[src/hw/paev_pkg.sv]
package paev_pkg;

  localparam int unsigned NUM_ANALOGUE = 8;
  localparam int unsigned NUM_DIGITAL = 4;
  localparam int unsigned NUM_ALARMS = NUM_ANALOGUE + NUM_DIGITAL;
  localparam int unsigned NUM_RELAYS = 4;
  localparam int unsigned VALUE_W = 16;

  // Register byte offsets.
  localparam logic [11:0] OFS_ACK = 12'h000;
  localparam logic [11:0] OFS_STATUS = 12'h004;
  localparam logic [11:0] OFS_UNACK = 12'h008;
  localparam logic [11:0] OFS_INHIBIT = 12'h00c;
  localparam logic [11:0] OFS_DIG_BASE = 12'h010;
  localparam logic [11:0] OFS_RELAY_BASE = 12'h020;
  localparam logic [11:0] OFS_ANA_BASE = 12'h040;
  localparam logic [11:0] OFS_ANA_STRIDE = 12'h010;
  localparam logic [11:0] OFS_ANA_CFG = 12'h000;
  localparam logic [11:0] OFS_ANA_REF = 12'h004;
  localparam logic [11:0] OFS_ANA_THR = 12'h008;
  localparam logic [11:0] OFS_ANA_HYST = 12'h00c;

  // Field positions.
  localparam int unsigned FLD_TYPE_LSB = 0;
  localparam int unsigned FLD_LATCH_LSB = 4;
  localparam int unsigned FLD_BLOCK = 8;
  localparam int unsigned FLD_SRC_LSB = 12;
  localparam int unsigned FLD_RELAY_INV = 16;

  // Flash divider: 0.5 s per half period at 100 MHz.
  localparam int unsigned FLASH_HALF_MS = 500;
  localparam int unsigned CLK_MHZ = 100;
  localparam int unsigned FLASH_HALF_CYC = FLASH_HALF_MS * 1000 * CLK_MHZ;

  typedef enum logic [2:0] {
    unconfigured_type, absolute_high_type, absolute_low_type,
    deviation_high_type, deviation_low_type, deviation_band_type
  } paev_ana_kind_type;

  typedef enum logic [2:0] {
    rising_type, falling_type, either_edge_type, high_level_type, low_level_type
  } paev_dig_kind_type;

  typedef enum logic [1:0] {
    latch_none_type, latch_auto_type, latch_manual_type, latch_event_type
  } paev_latch_type;

  typedef struct packed {
    paev_latch_type latch;
    logic block;
  } paev_mode_type;

  localparam logic [31:0] RST_ZERO = 32'h0000_0000;
  localparam logic RST_RELAY_INV = 1'b1;

endpackage

[src/hw/paev_latch_unit.sv]
`timescale 1ns/1ps
module paev_latch_unit
  import paev_pkg::*;
(
  input wire logic pclk,
  input wire logic presetn,
  input wire logic cond,
  input wire logic edge_event,
  input wire logic inhibit,
  input wire logic ack,
  input wire logic rearm,
  input wire paev_pkg::paev_mode_type mode,
  output logic active,
  output logic unacked
);
  logic active_q;
  logic acked_q;
  logic blocked_q;
  logic raise;

  // An edge alarm raises on its event; a level alarm raises on its level.
  assign raise = (cond | edge_event) & ~blocked_q & ~inhibit;

  always_ff @(posedge pclk or negedge presetn) begin
    if (!presetn) begin
      blocked_q <= 1'b1;
    end else if (rearm && mode.block) begin
      blocked_q <= 1'b1;
    end else if (!cond || !mode.block) begin
      blocked_q <= 1'b0;
    end
  end

  always_ff @(posedge pclk or negedge presetn) begin
    if (!presetn) begin
      active_q <= 1'b0;
      acked_q <= 1'b0;
    end else if (inhibit) begin
      active_q <= 1'b0;
      acked_q <= 1'b0;
    end else if (raise && !active_q) begin
      active_q <= 1'b1;
      acked_q <= 1'b0;
    end else if (active_q) begin
      case (mode.latch)
        latch_auto_type: begin
          if (ack) begin
            acked_q <= 1'b1;
          end
          if (!cond && (acked_q || ack)) begin
            active_q <= 1'b0;
            acked_q <= 1'b0;
          end
        end
        latch_manual_type: begin
          if (ack && !cond) begin
            active_q <= 1'b0;
            acked_q <= 1'b0;
          end
        end
        default: begin
          if (ack) begin
            acked_q <= 1'b1;
          end
          if (!cond) begin
            active_q <= 1'b0;
            acked_q <= 1'b0;
          end
        end
      endcase
    end
  end

  assign active = active_q;
  assign unacked = active_q & ~acked_q & (mode.latch != latch_event_type);

endmodule

[src/hw/paev_top.sv]
`timescale 1ns/1ps
// Notes on behaviour
// Rising-trigger digital alarm raises on input going low to high.
// Falling-trigger digital alarm raises on input going high to low.
// Either-edge digital alarm raises on any input change.
// Level types: condition present while input high, or while low.
// Each relay follows OR of up to twelve selected alarms.
// Indicator flashes while any active alarm not event-latched is unacknowledged.
// Indicator steady on once all active alarms are acknowledged.
// Non-latched alarm holds relay in alarm while condition persists.
// Non-latched alarm clearing unacknowledged cancels indication and relay.
// Non-latched acknowledged alarm goes steady, clears with the condition.
// Relay polarity selectable; default de-energised in alarm.
// Latched alarms stay active until condition gone and acknowledged; event-latched alarms here clear with the condition without acknowledge.
// Auto-latched alarms remember acknowledge given during the condition.
// Manual-latched alarms ignore acknowledge until the condition is safe.
// Eight independent analogue alarm instances.
// Six analogue types; unconfigured disables the alarm.
// Analogue alarm compares selected input against threshold.
// Deviation types measure threshold relative to reference.
// High, low and band trigger as their names say.
// Active analogue alarm clears only beyond hysteresis into safe region.
// Each alarm exposes a read-only on/off output state.
// Inhibit holds alarm output inactive.
// Blocking suppresses activation until first safe; re-arms on setpoint change.
// Acknowledge is a single-cycle pulse applying to indicated alarms.
module paev_top
  import paev_pkg::*;
#(
  parameter int unsigned FLASH_HALF = FLASH_HALF_CYC,
  parameter int unsigned NUM_INPUTS = 4
) (
  input wire logic pclk,
  input wire logic presetn,
  input wire logic psel,
  input wire logic penable,
  input wire logic pwrite,
  input wire logic [11:0] paddr,
  input wire logic [31:0] pwdata,
  output logic [31:0] prdata,
  output logic pready,
  output logic pslverr,
  input wire logic [NUM_INPUTS*paev_pkg::VALUE_W-1:0] analogue_in,
  input wire logic [paev_pkg::NUM_DIGITAL-1:0] digital_in,
  input wire logic [paev_pkg::NUM_ALARMS-1:0] inhibit_in,
  input wire logic ack_in,
  output logic alarm_indicator,
  output logic [paev_pkg::NUM_RELAYS-1:0] relay_out
);
  import paev_pkg::*;

  // The source select is four bits wide and the flash divider needs a period.
  // Values outside that range are refused at elaboration.
  if (NUM_INPUTS < 1 || NUM_INPUTS > 16 || FLASH_HALF < 1) begin : g_param_check
    $error("paev_top: unsupported parameter value");
  end

  ////////////////////////////////////////////////////////////////////////////
  // Input synchronisers.

  logic [NUM_DIGITAL-1:0] dig_s1_q, dig_s2_q, dig_prev_q;
  logic [NUM_ALARMS-1:0] inh_s1_q, inh_s2_q;
  logic ack_s1_q, ack_s2_q, ack_prev_q;
  logic ack_pulse;

  always_ff @(posedge pclk or negedge presetn) begin
    if (!presetn) begin
      dig_s1_q <= '0;
      dig_s2_q <= '0;
      dig_prev_q <= '0;
      inh_s1_q <= '0;
      inh_s2_q <= '0;
      ack_s1_q <= 1'b0;
      ack_s2_q <= 1'b0;
      ack_prev_q <= 1'b0;
    end else begin
      dig_s1_q <= digital_in;
      dig_s2_q <= dig_s1_q;
      dig_prev_q <= dig_s2_q;
      inh_s1_q <= inhibit_in;
      inh_s2_q <= inh_s1_q;
      ack_s1_q <= ack_in;
      ack_s2_q <= ack_s1_q;
      ack_prev_q <= ack_s2_q;
    end
  end

  ////////////////////////////////////////////////////////////////////////////
  // Register file.

  logic [NUM_ALARMS-1:0] soft_inhibit_q;
  logic soft_ack_q;
  logic [2:0] dig_kind_q [NUM_DIGITAL];
  logic [1:0] dig_latch_q [NUM_DIGITAL];
  logic dig_block_q [NUM_DIGITAL];
  logic [2:0] ana_kind_q [NUM_ANALOGUE];
  logic [1:0] ana_latch_q [NUM_ANALOGUE];
  logic ana_block_q [NUM_ANALOGUE];
  logic [3:0] ana_src_q [NUM_ANALOGUE];
  logic [VALUE_W-1:0] ana_ref_q [NUM_ANALOGUE];
  logic [VALUE_W-1:0] ana_thr_q [NUM_ANALOGUE];
  logic [VALUE_W-1:0] ana_hyst_q [NUM_ANALOGUE];
  logic [NUM_ANALOGUE-1:0] ana_rearm_q;
  logic [NUM_ALARMS-1:0] relay_sel_q [NUM_RELAYS];
  logic relay_inv_q [NUM_RELAYS];
  logic [NUM_ALARMS-1:0] active, unacked;

  logic wr_en;
  assign wr_en = psel & penable & pwrite;
  assign pready = 1'b1;

  always_ff @(posedge pclk or negedge presetn) begin
    if (!presetn) begin
      soft_inhibit_q <= '0;
      soft_ack_q <= 1'b0;
      ana_rearm_q <= '0;
      for (int i = 0; i < NUM_DIGITAL; i++) begin
        dig_kind_q[i] <= 3'h0;
        dig_latch_q[i] <= 2'h0;
        dig_block_q[i] <= 1'b0;
      end
      for (int i = 0; i < NUM_ANALOGUE; i++) begin
        ana_kind_q[i] <= 3'h0;
        ana_latch_q[i] <= 2'h0;
        ana_block_q[i] <= 1'b0;
        ana_src_q[i] <= 4'h0;
        ana_ref_q[i] <= '0;
        ana_thr_q[i] <= '0;
        ana_hyst_q[i] <= '0;
      end
      for (int i = 0; i < NUM_RELAYS; i++) begin
        relay_sel_q[i] <= '0;
        relay_inv_q[i] <= RST_RELAY_INV;
      end
    end else begin
      soft_ack_q <= 1'b0;
      ana_rearm_q <= '0;
      if (wr_en) begin
        if (paddr == OFS_ACK) begin
          soft_ack_q <= pwdata[0];
        end else if (paddr == OFS_INHIBIT) begin
          soft_inhibit_q <= pwdata[NUM_ALARMS-1:0];
        end
        for (int i = 0; i < NUM_DIGITAL; i++) begin
          if (paddr == OFS_DIG_BASE + 12'(4 * i)) begin
            dig_kind_q[i] <= pwdata[FLD_TYPE_LSB+:3];
            dig_latch_q[i] <= pwdata[FLD_LATCH_LSB+:2];
            dig_block_q[i] <= pwdata[FLD_BLOCK];
          end
        end
        for (int i = 0; i < NUM_RELAYS; i++) begin
          if (paddr == OFS_RELAY_BASE + 12'(4 * i)) begin
            relay_sel_q[i] <= pwdata[NUM_ALARMS-1:0];
            relay_inv_q[i] <= pwdata[FLD_RELAY_INV];
          end
        end
        for (int i = 0; i < NUM_ANALOGUE; i++) begin
          if (paddr == OFS_ANA_BASE + 12'(16 * i) + OFS_ANA_CFG) begin
            ana_kind_q[i] <= pwdata[FLD_TYPE_LSB+:3];
            ana_latch_q[i] <= pwdata[FLD_LATCH_LSB+:2];
            ana_block_q[i] <= pwdata[FLD_BLOCK];
            ana_src_q[i] <= pwdata[FLD_SRC_LSB+:4];
          end else if (paddr == OFS_ANA_BASE + 12'(16 * i) + OFS_ANA_REF) begin
            ana_ref_q[i] <= pwdata[VALUE_W-1:0];
            ana_rearm_q[i] <= 1'b1;
          end else if (paddr == OFS_ANA_BASE + 12'(16 * i) + OFS_ANA_THR) begin
            ana_thr_q[i] <= pwdata[VALUE_W-1:0];
            ana_rearm_q[i] <= 1'b1;
          end else if (paddr == OFS_ANA_BASE + 12'(16 * i) + OFS_ANA_HYST) begin
            ana_hyst_q[i] <= pwdata[VALUE_W-1:0];
          end
        end
      end
    end
  end

  // Read data is registered during the setup cycle.
  logic [31:0] rd_d;
  logic rd_err;
  always_comb begin
    rd_d = RST_ZERO;
    rd_err = 1'b1;
    if (paddr == OFS_ACK || paddr == OFS_INHIBIT) begin
      rd_d[NUM_ALARMS-1:0] = (paddr == OFS_INHIBIT) ? soft_inhibit_q : '0;
      rd_err = 1'b0;
    end else if (paddr == OFS_STATUS) begin
      rd_d[NUM_ALARMS-1:0] = active;
      rd_err = 1'b0;
    end else if (paddr == OFS_UNACK) begin
      rd_d[NUM_ALARMS-1:0] = unacked;
      rd_err = 1'b0;
    end
    for (int i = 0; i < NUM_DIGITAL; i++) begin
      if (paddr == OFS_DIG_BASE + 12'(4 * i)) begin
        rd_d[FLD_TYPE_LSB+:3] = dig_kind_q[i];
        rd_d[FLD_LATCH_LSB+:2] = dig_latch_q[i];
        rd_d[FLD_BLOCK] = dig_block_q[i];
        rd_err = 1'b0;
      end
    end
    for (int i = 0; i < NUM_RELAYS; i++) begin
      if (paddr == OFS_RELAY_BASE + 12'(4 * i)) begin
        rd_d[NUM_ALARMS-1:0] = relay_sel_q[i];
        rd_d[FLD_RELAY_INV] = relay_inv_q[i];
        rd_err = 1'b0;
      end
    end
    for (int i = 0; i < NUM_ANALOGUE; i++) begin
      if (paddr == OFS_ANA_BASE + 12'(16 * i) + OFS_ANA_CFG) begin
        rd_d[FLD_TYPE_LSB+:3] = ana_kind_q[i];
        rd_d[FLD_LATCH_LSB+:2] = ana_latch_q[i];
        rd_d[FLD_BLOCK] = ana_block_q[i];
        rd_d[FLD_SRC_LSB+:4] = ana_src_q[i];
        rd_err = 1'b0;
      end else if (paddr == OFS_ANA_BASE + 12'(16 * i) + OFS_ANA_REF) begin
        rd_d[VALUE_W-1:0] = ana_ref_q[i];
        rd_err = 1'b0;
      end else if (paddr == OFS_ANA_BASE + 12'(16 * i) + OFS_ANA_THR) begin
        rd_d[VALUE_W-1:0] = ana_thr_q[i];
        rd_err = 1'b0;
      end else if (paddr == OFS_ANA_BASE + 12'(16 * i) + OFS_ANA_HYST) begin
        rd_d[VALUE_W-1:0] = ana_hyst_q[i];
        rd_err = 1'b0;
      end
    end
  end

  logic [31:0] prdata_q;
  logic pslverr_q;
  always_ff @(posedge pclk or negedge presetn) begin
    if (!presetn) begin
      prdata_q <= RST_ZERO;
      pslverr_q <= 1'b0;
    end else if (psel && !penable) begin
      prdata_q <= pwrite ? RST_ZERO : rd_d;
      pslverr_q <= rd_err;
    end
  end
  assign prdata = prdata_q;
  assign pslverr = pslverr_q & psel & penable;

  ////////////////////////////////////////////////////////////////////////////
  // Analogue condition detection with hysteresis.

  logic [NUM_ANALOGUE-1:0] ana_cond_q;
  always_ff @(posedge pclk or negedge presetn) begin
    if (!presetn) begin
      ana_cond_q <= '0;
    end else begin
      for (int i = 0; i < NUM_ANALOGUE; i++) begin
        logic signed [VALUE_W+1:0] pv, hi_lim, lo_lim, hy;
        logic over, under, over_safe, under_safe;
        pv = $signed({2'b00, analogue_in[VALUE_W*(ana_src_q[i] % NUM_INPUTS)+:VALUE_W]});
        hy = $signed({2'b00, ana_hyst_q[i]});
        if (ana_kind_q[i] == 3'(absolute_high_type) || ana_kind_q[i] == 3'(absolute_low_type)) begin
          hi_lim = $signed({2'b00, ana_thr_q[i]});
          lo_lim = $signed({2'b00, ana_thr_q[i]});
        end else begin
          hi_lim = $signed({2'b00, ana_ref_q[i]}) + $signed({2'b00, ana_thr_q[i]});
          lo_lim = $signed({2'b00, ana_ref_q[i]}) - $signed({2'b00, ana_thr_q[i]});
        end
        over = pv > hi_lim;
        under = pv < lo_lim;
        over_safe = pv < hi_lim - hy;
        under_safe = pv > lo_lim + hy;
        case (ana_kind_q[i])
          3'(absolute_high_type), 3'(deviation_high_type): begin
            ana_cond_q[i] <= ana_cond_q[i] ? !over_safe : over;
          end
          3'(absolute_low_type), 3'(deviation_low_type): begin
            ana_cond_q[i] <= ana_cond_q[i] ? !under_safe : under;
          end
          3'(deviation_band_type): begin
            ana_cond_q[i] <= ana_cond_q[i] ? !(over_safe && under_safe) : (over || under);
          end
          default: begin
            ana_cond_q[i] <= 1'b0;
          end
        endcase
      end
    end
  end

  ////////////////////////////////////////////////////////////////////////////
  // Alarm instances: analogue first, then digital.

  logic ack_all;
  assign ack_all = (ack_s2_q & ~ack_prev_q) | soft_ack_q;

  for (genvar g = 0; g < NUM_ALARMS; g++) begin : g_alarm
    logic cond, evt;
    paev_mode_type mode;
    if (g < NUM_ANALOGUE) begin : g_ana
      assign cond = ana_cond_q[g];
      assign evt = 1'b0;
      assign mode = '{latch: paev_latch_type'(ana_latch_q[g]), block: ana_block_q[g]};
    end else begin : g_dig
      localparam int unsigned D = g - NUM_ANALOGUE;
      logic now, was;
      assign now = dig_s2_q[D];
      assign was = dig_prev_q[D];
      always_comb begin
        cond = 1'b0;
        evt = 1'b0;
        case (dig_kind_q[D])
          3'(rising_type): evt = now & ~was;
          3'(falling_type): evt = ~now & was;
          3'(either_edge_type): evt = now ^ was;
          3'(high_level_type): cond = now;
          3'(low_level_type): cond = ~now;
          default: cond = 1'b0;
        endcase
      end
      assign mode = '{latch: paev_latch_type'(dig_latch_q[D]), block: dig_block_q[D]};
    end
    paev_latch_unit u_latch (
      .pclk(pclk),
      .presetn(presetn),
      .cond(cond),
      .edge_event(evt),
      .inhibit(inh_s2_q[g] | soft_inhibit_q[g]),
      .ack(ack_all),
      .rearm(g < NUM_ANALOGUE ? ana_rearm_q[g % NUM_ANALOGUE] : 1'b0),
      .mode(mode),
      .active(active[g]),
      .unacked(unacked[g])
    );
  end

  ////////////////////////////////////////////////////////////////////////////
  // Indicator and relays.

  logic [31:0] flash_cnt_q;
  logic flash_q;
  always_ff @(posedge pclk or negedge presetn) begin
    if (!presetn) begin
      flash_cnt_q <= RST_ZERO;
      flash_q <= 1'b0;
    end else if (flash_cnt_q >= FLASH_HALF - 1) begin
      flash_cnt_q <= RST_ZERO;
      flash_q <= ~flash_q;
    end else begin
      flash_cnt_q <= flash_cnt_q + 32'h1;
    end
  end

  logic ind_q;
  logic [NUM_RELAYS-1:0] relay_q;
  always_ff @(posedge pclk or negedge presetn) begin
    if (!presetn) begin
      ind_q <= 1'b0;
    end else if (|unacked) begin
      ind_q <= flash_q;
    end else begin
      ind_q <= |active;
    end
  end

  always_ff @(posedge pclk or negedge presetn) begin
    if (!presetn) begin
      relay_q <= '1;
    end else begin
      for (int r = 0; r < NUM_RELAYS; r++) begin
        relay_q[r] <= (|(relay_sel_q[r] & active)) ^ relay_inv_q[r];
      end
    end
  end

  assign alarm_indicator = ind_q;
  assign relay_out = relay_q;

endmodule

[config.mk]
export PLATFORM = sky130hd
export DESIGN_NAME = paev_top
export DESIGN_NICKNAME = d
export VERILOG_FILES = /design/src/hw/paev_pkg.sv /design/src/hw/paev_latch_unit.sv /design/src/hw/paev_top.sv
export SDC_FILE = /design/constraint.sdc
export NUM_CORES = 2
export LEC_CHECK = 0
export ABC_AREA = 1
export CORE_MARGIN = 1.5
export CORE_UTILIZATION = 35
export CTS_BUF_LIST = sky130_fd_sc_hd__clkbuf_4 sky130_fd_sc_hd__clkbuf_8 sky130_fd_sc_hd__clkbuf_16
export DETAILED_ROUTE_END_ITERATION = 16
export DONT_BUFFER_PORTS = 1
export GPL_ROUTABILITY_DRIVEN = 0
export PLACE_DENSITY = 0.57
export SETUP_SLACK_MARGIN = 0.1
export SLEW_MARGIN = 20
export SYNTH_ARGS = -nofsm -noshare
export SYNTH_HDL_FRONTEND = slang
export SYNTH_SLANG_ARGS = --single-unit
[constraint.sdc]
create_clock -name pclk -period 13.8 [get_ports pclk]
set_input_delay 0.69 -clock pclk [delete_from_list [all_inputs] [get_ports pclk]]
set_output_delay 0.69 -clock pclk [all_outputs]
set_load 0.02 [all_outputs]
==> impl_metrics.csv <==
group,metric,value,unit
status,status,"finished, final reports clean",
detailed_routing,drt_iter0_drc,6335,
detailed_routing,ant_nets,0,
clocking,cts_buffer_depth,3,
grt,grt_start_max_net_pins,192,
die,ios,169,
logic_synthesis,synth.top_cell.area_share,24.5,%
timing,slew_viol_final,0,
clocking,cts_buffers,91,
die,die-area,201000,sq um
timing,relSlewSlack,21.7,%
timing,skew,31.9,ps
clocking,clk_pin_slew,60,ps
placed_design,pre_cts_ws,7100,ps
logic_synthesis,syn_inst,9577,
clocking,cts_max_level,3,
cells_and_area,drive_gt1_share,3.93,%
grt,overflow,0,
critical_path,cp.depth,30,
timing,clock.fmax,0.157,GHz
critical_path,path_max_fanout,46,
die,die_w,448,um
grt,grt.total_usage,26.0,%
logic_synthesis,ys_types,67,
power,ir_drop,0.102,mV
detailed_routing,num_vias,66800,
logic_synthesis,async_flop_share,100,%
critical_path,crit_family,"compound AO/OA/AOI/OAI gates",
detailed_routing,drt-total-wl,268,mm
clocking,ctsResizeCount,0,
critical_path,crit_slowest_cell,"o21ai_0",
timing,holdWs,66.6,ps
detailed_routing,wire_per_inst,22.0,um
timing,setup_violations,0,
critical_path,worstSetupStartpointType,"flop",
detailed_routing,firstDrtPassIters,10,
logic_synthesis,yosys_warnings,0,
logic_synthesis,ys_seq_elements,700,
timing,fin_ws,7430,ps
logic_synthesis,synth_edf_count,0,
die,core,197000,sq um
grt,grt_first_pass_wirelength,395,mm
logic_synthesis,ys_seq_area_share,25.3,%
detailed_routing,drc_errors,0,
die,die_y,448,um
critical_path,arrival,6980,ps
critical_path,critPathMaxStageDelay,690,ps
grt,antenna_found_initial,21,
timing,finalCriticalPeriod,6370,ps
clocking,clkLatencyLatePin,740,ps
placed_design,place_hpwl,203,mm
power,power.density,72.2,nW/um^2
timing,post-route-period-util,46.1,%
critical_path,worstPathRequired,14410,ps
clocking,root_buffer,"clkbuf_16",
timing,rsz0062_at_grt,"false",
logic_synthesis,synth_flop_cell,"dfrtp_1",
clocking,clkSinkCount,700,
critical_path,cp-end-kind,"flop",
die,start_util,35.2,%
detailed_routing,vias_per_cell,5.50,
logic_synthesis,postSynthAreaPerCell,7.24,sq um
power,power.total,5.46,mW
logic_synthesis,synth_largest_area_cell,"dfrtp_1",
run,max_cap_violations,0,
timing,finalSetupTns,0,ps
timing,tightest_slew,1170,ps
clocking,cts_tree,"built",
cells_and_area,final_nets,10600,
logic_synthesis,syn_area,69300,sq um
worst_hold_path,hold_class,"in -> reg",
logic_synthesis,synthTopCellsByArea,"dfrtp_1 25%, ha_1 19%, o21ai_0 9.2%, nand2_1 9.0%, a21oi_1 8.6%",
cells_and_area,area_growth,9.08,%
cells_and_area,final_util,38.4,%
critical_path,path_class,"reg -> reg",
worst_hold_path,min_path_cells,2,
critical_path,reg2reg_depth,30,
grt,grt_pass1_vias,62200,
die,placementRows,163,
placed_design,io_buffers,0,
power,p_leak,36.5,nW
clocking,cts_setup_buffers,0,
timing,final-hold-violation-count,0,
critical_path,crit_buf_inv,4,
critical_path,cpMostUsedCell,"a21oi_1",
## what timing repair did
item,4_1_cts,5_1_grt
hold endpoints to repair,66,0
endpoints found under the setup margin,0,0
hold buffers,19,0
## state kept, by name (all words and copies together), names as in the netlist, 16 cells and up
| register | flops |
|---|---|
| ana_hyst_q | 128 |
| ana_kind_q | 24 |
| ana_latch_q | 16 |
| ana_ref_q | 128 |
| ana_src_q | 32 |
| ana_thr_q | 128 |
| flash_cnt_q | 32 |
| prdata | 17 |
| relay_sel_q | 48 |
## cells by family after synthesis
kind of cell             count (synthesis)  synth area share (%)
XOR/XNOR                               387                  4.89
multiplexers                             4                0.0578
AO/OA/AOI/OAI                         3122                  25.0
adder cells (fa/ha/maj)               1093                  20.1
AND/OR/NAND/NOR                       2564                  15.3
flip-flops                             700                  25.3
other                                    2                0.0108
buffers and inverters                 1705                  9.39
## where the power goes
part / switching, mW / internal (mW)
Sequential: 0.0130 / 2.06
Combinational: 0.427 / 0.185
Clock: 1.08 / 1.69
Total: 1.52 / 3.94
## through the flow
step	instance area [sq um]	std cells
CTS	75500	12100
floorplan	69400	9597
detailed placement	71900	12000
global placement	71800	11900
finish	75600	12200
global route	75600	12100
## cell type report
type,count,area (sq um)
Fill cell,20500,121000
Inverter,1344,5050
Tap cell,2640,3300
Clock inverter,51,875
Clock buffer,119,2550
Sequential cell,700,17500
Timing Repair Buffer,95,878
Antenna cell,12,30.0
Multi-Input combinational cell,7192,45400
## path summary, 6_finish.rpt
path	from	end	slack (ps)
setup / recovery	ana_kind_q[13]	ana_cond_q[3]	7430
max in group asynchronous	presetn	ana_ref_q[53]	11230
setup reg to reg	ana_kind_q[13]	ana_cond_q[3]	7430
hold / removal	pwdata[11]	soft_inhibit_q[11]	70
hold reg to reg	inh_s1_q[2]	inh_s2_q[2]	350
min in group asynchronous	presetn	flash_cnt_q[27]	800
## per-layer routing
layer	part of all wire [%]	vias up	global-route usage [%]
li1	-	32100	-
met1	41	31500	33.0
met2	45	2560	41.3
met3	7.6	666	4.26
met4	6.6	10	15.5
met5	0.023	-	0
## synth_stat cells (19+ instances only)
cell,n
or2_2,23
o21bai_1,246
o31ai_1,21
a21o_1,38
o21ai_1,19
o22ai_1,76
a31oi_1,22
a211oi_1,22
clkbuf_1,292
nor3_1,49
o211ai_1,43
xnor2_1,102
fa_1,32
dfstp_2,20
dfrtp_1,680
inv_1,1314
a21oi_1,1186
o221ai_1,35
nand4_1,78
xor2_1,285
a221oi_1,38
nor2_1,425
buf_1,34
ha_1,1061
o2111ai_1,37
nand3b_1,23
and2_1,20
nand2_1,1655
nand3_1,236
o21ai_0,1269
## cells in the final DEF (no fill, tap or decap), drive strengths merged, types with 20 or more instances in the layout
master	count
nand2	1665
inv	1337
o21ai	1290
a21oi	1186
ha	1061
dfrtp	680
nor2	444
xor2	285
o21bai	246
nand3	237
clkbuf	120
xnor2	102
nand4	78
o22ai	76
buf	76
nor3	49
o211ai	45
a21o	38
a221oi	38
o2111ai	37
o221ai	35
fa	32
clkinv	32
or2	25
nand3b	23
a211oi	22
a31oi	22
conb	22
o31ai	21
and2	20
bufinv	20
dfstp	20
## worst register-to-register path, delay by kind of cell, from the launching register on
family                   cells  cell delay, ps
AO/OA/AOI/OAI               14            2960
AND/OR/NAND/NOR              8            1130
adder cells (fa/ha/maj)      3             920
buffers and inverters        4             660
flip-flops                   1             420
XOR/XNOR                     1             160
Power figures use the tool's default switching activity.
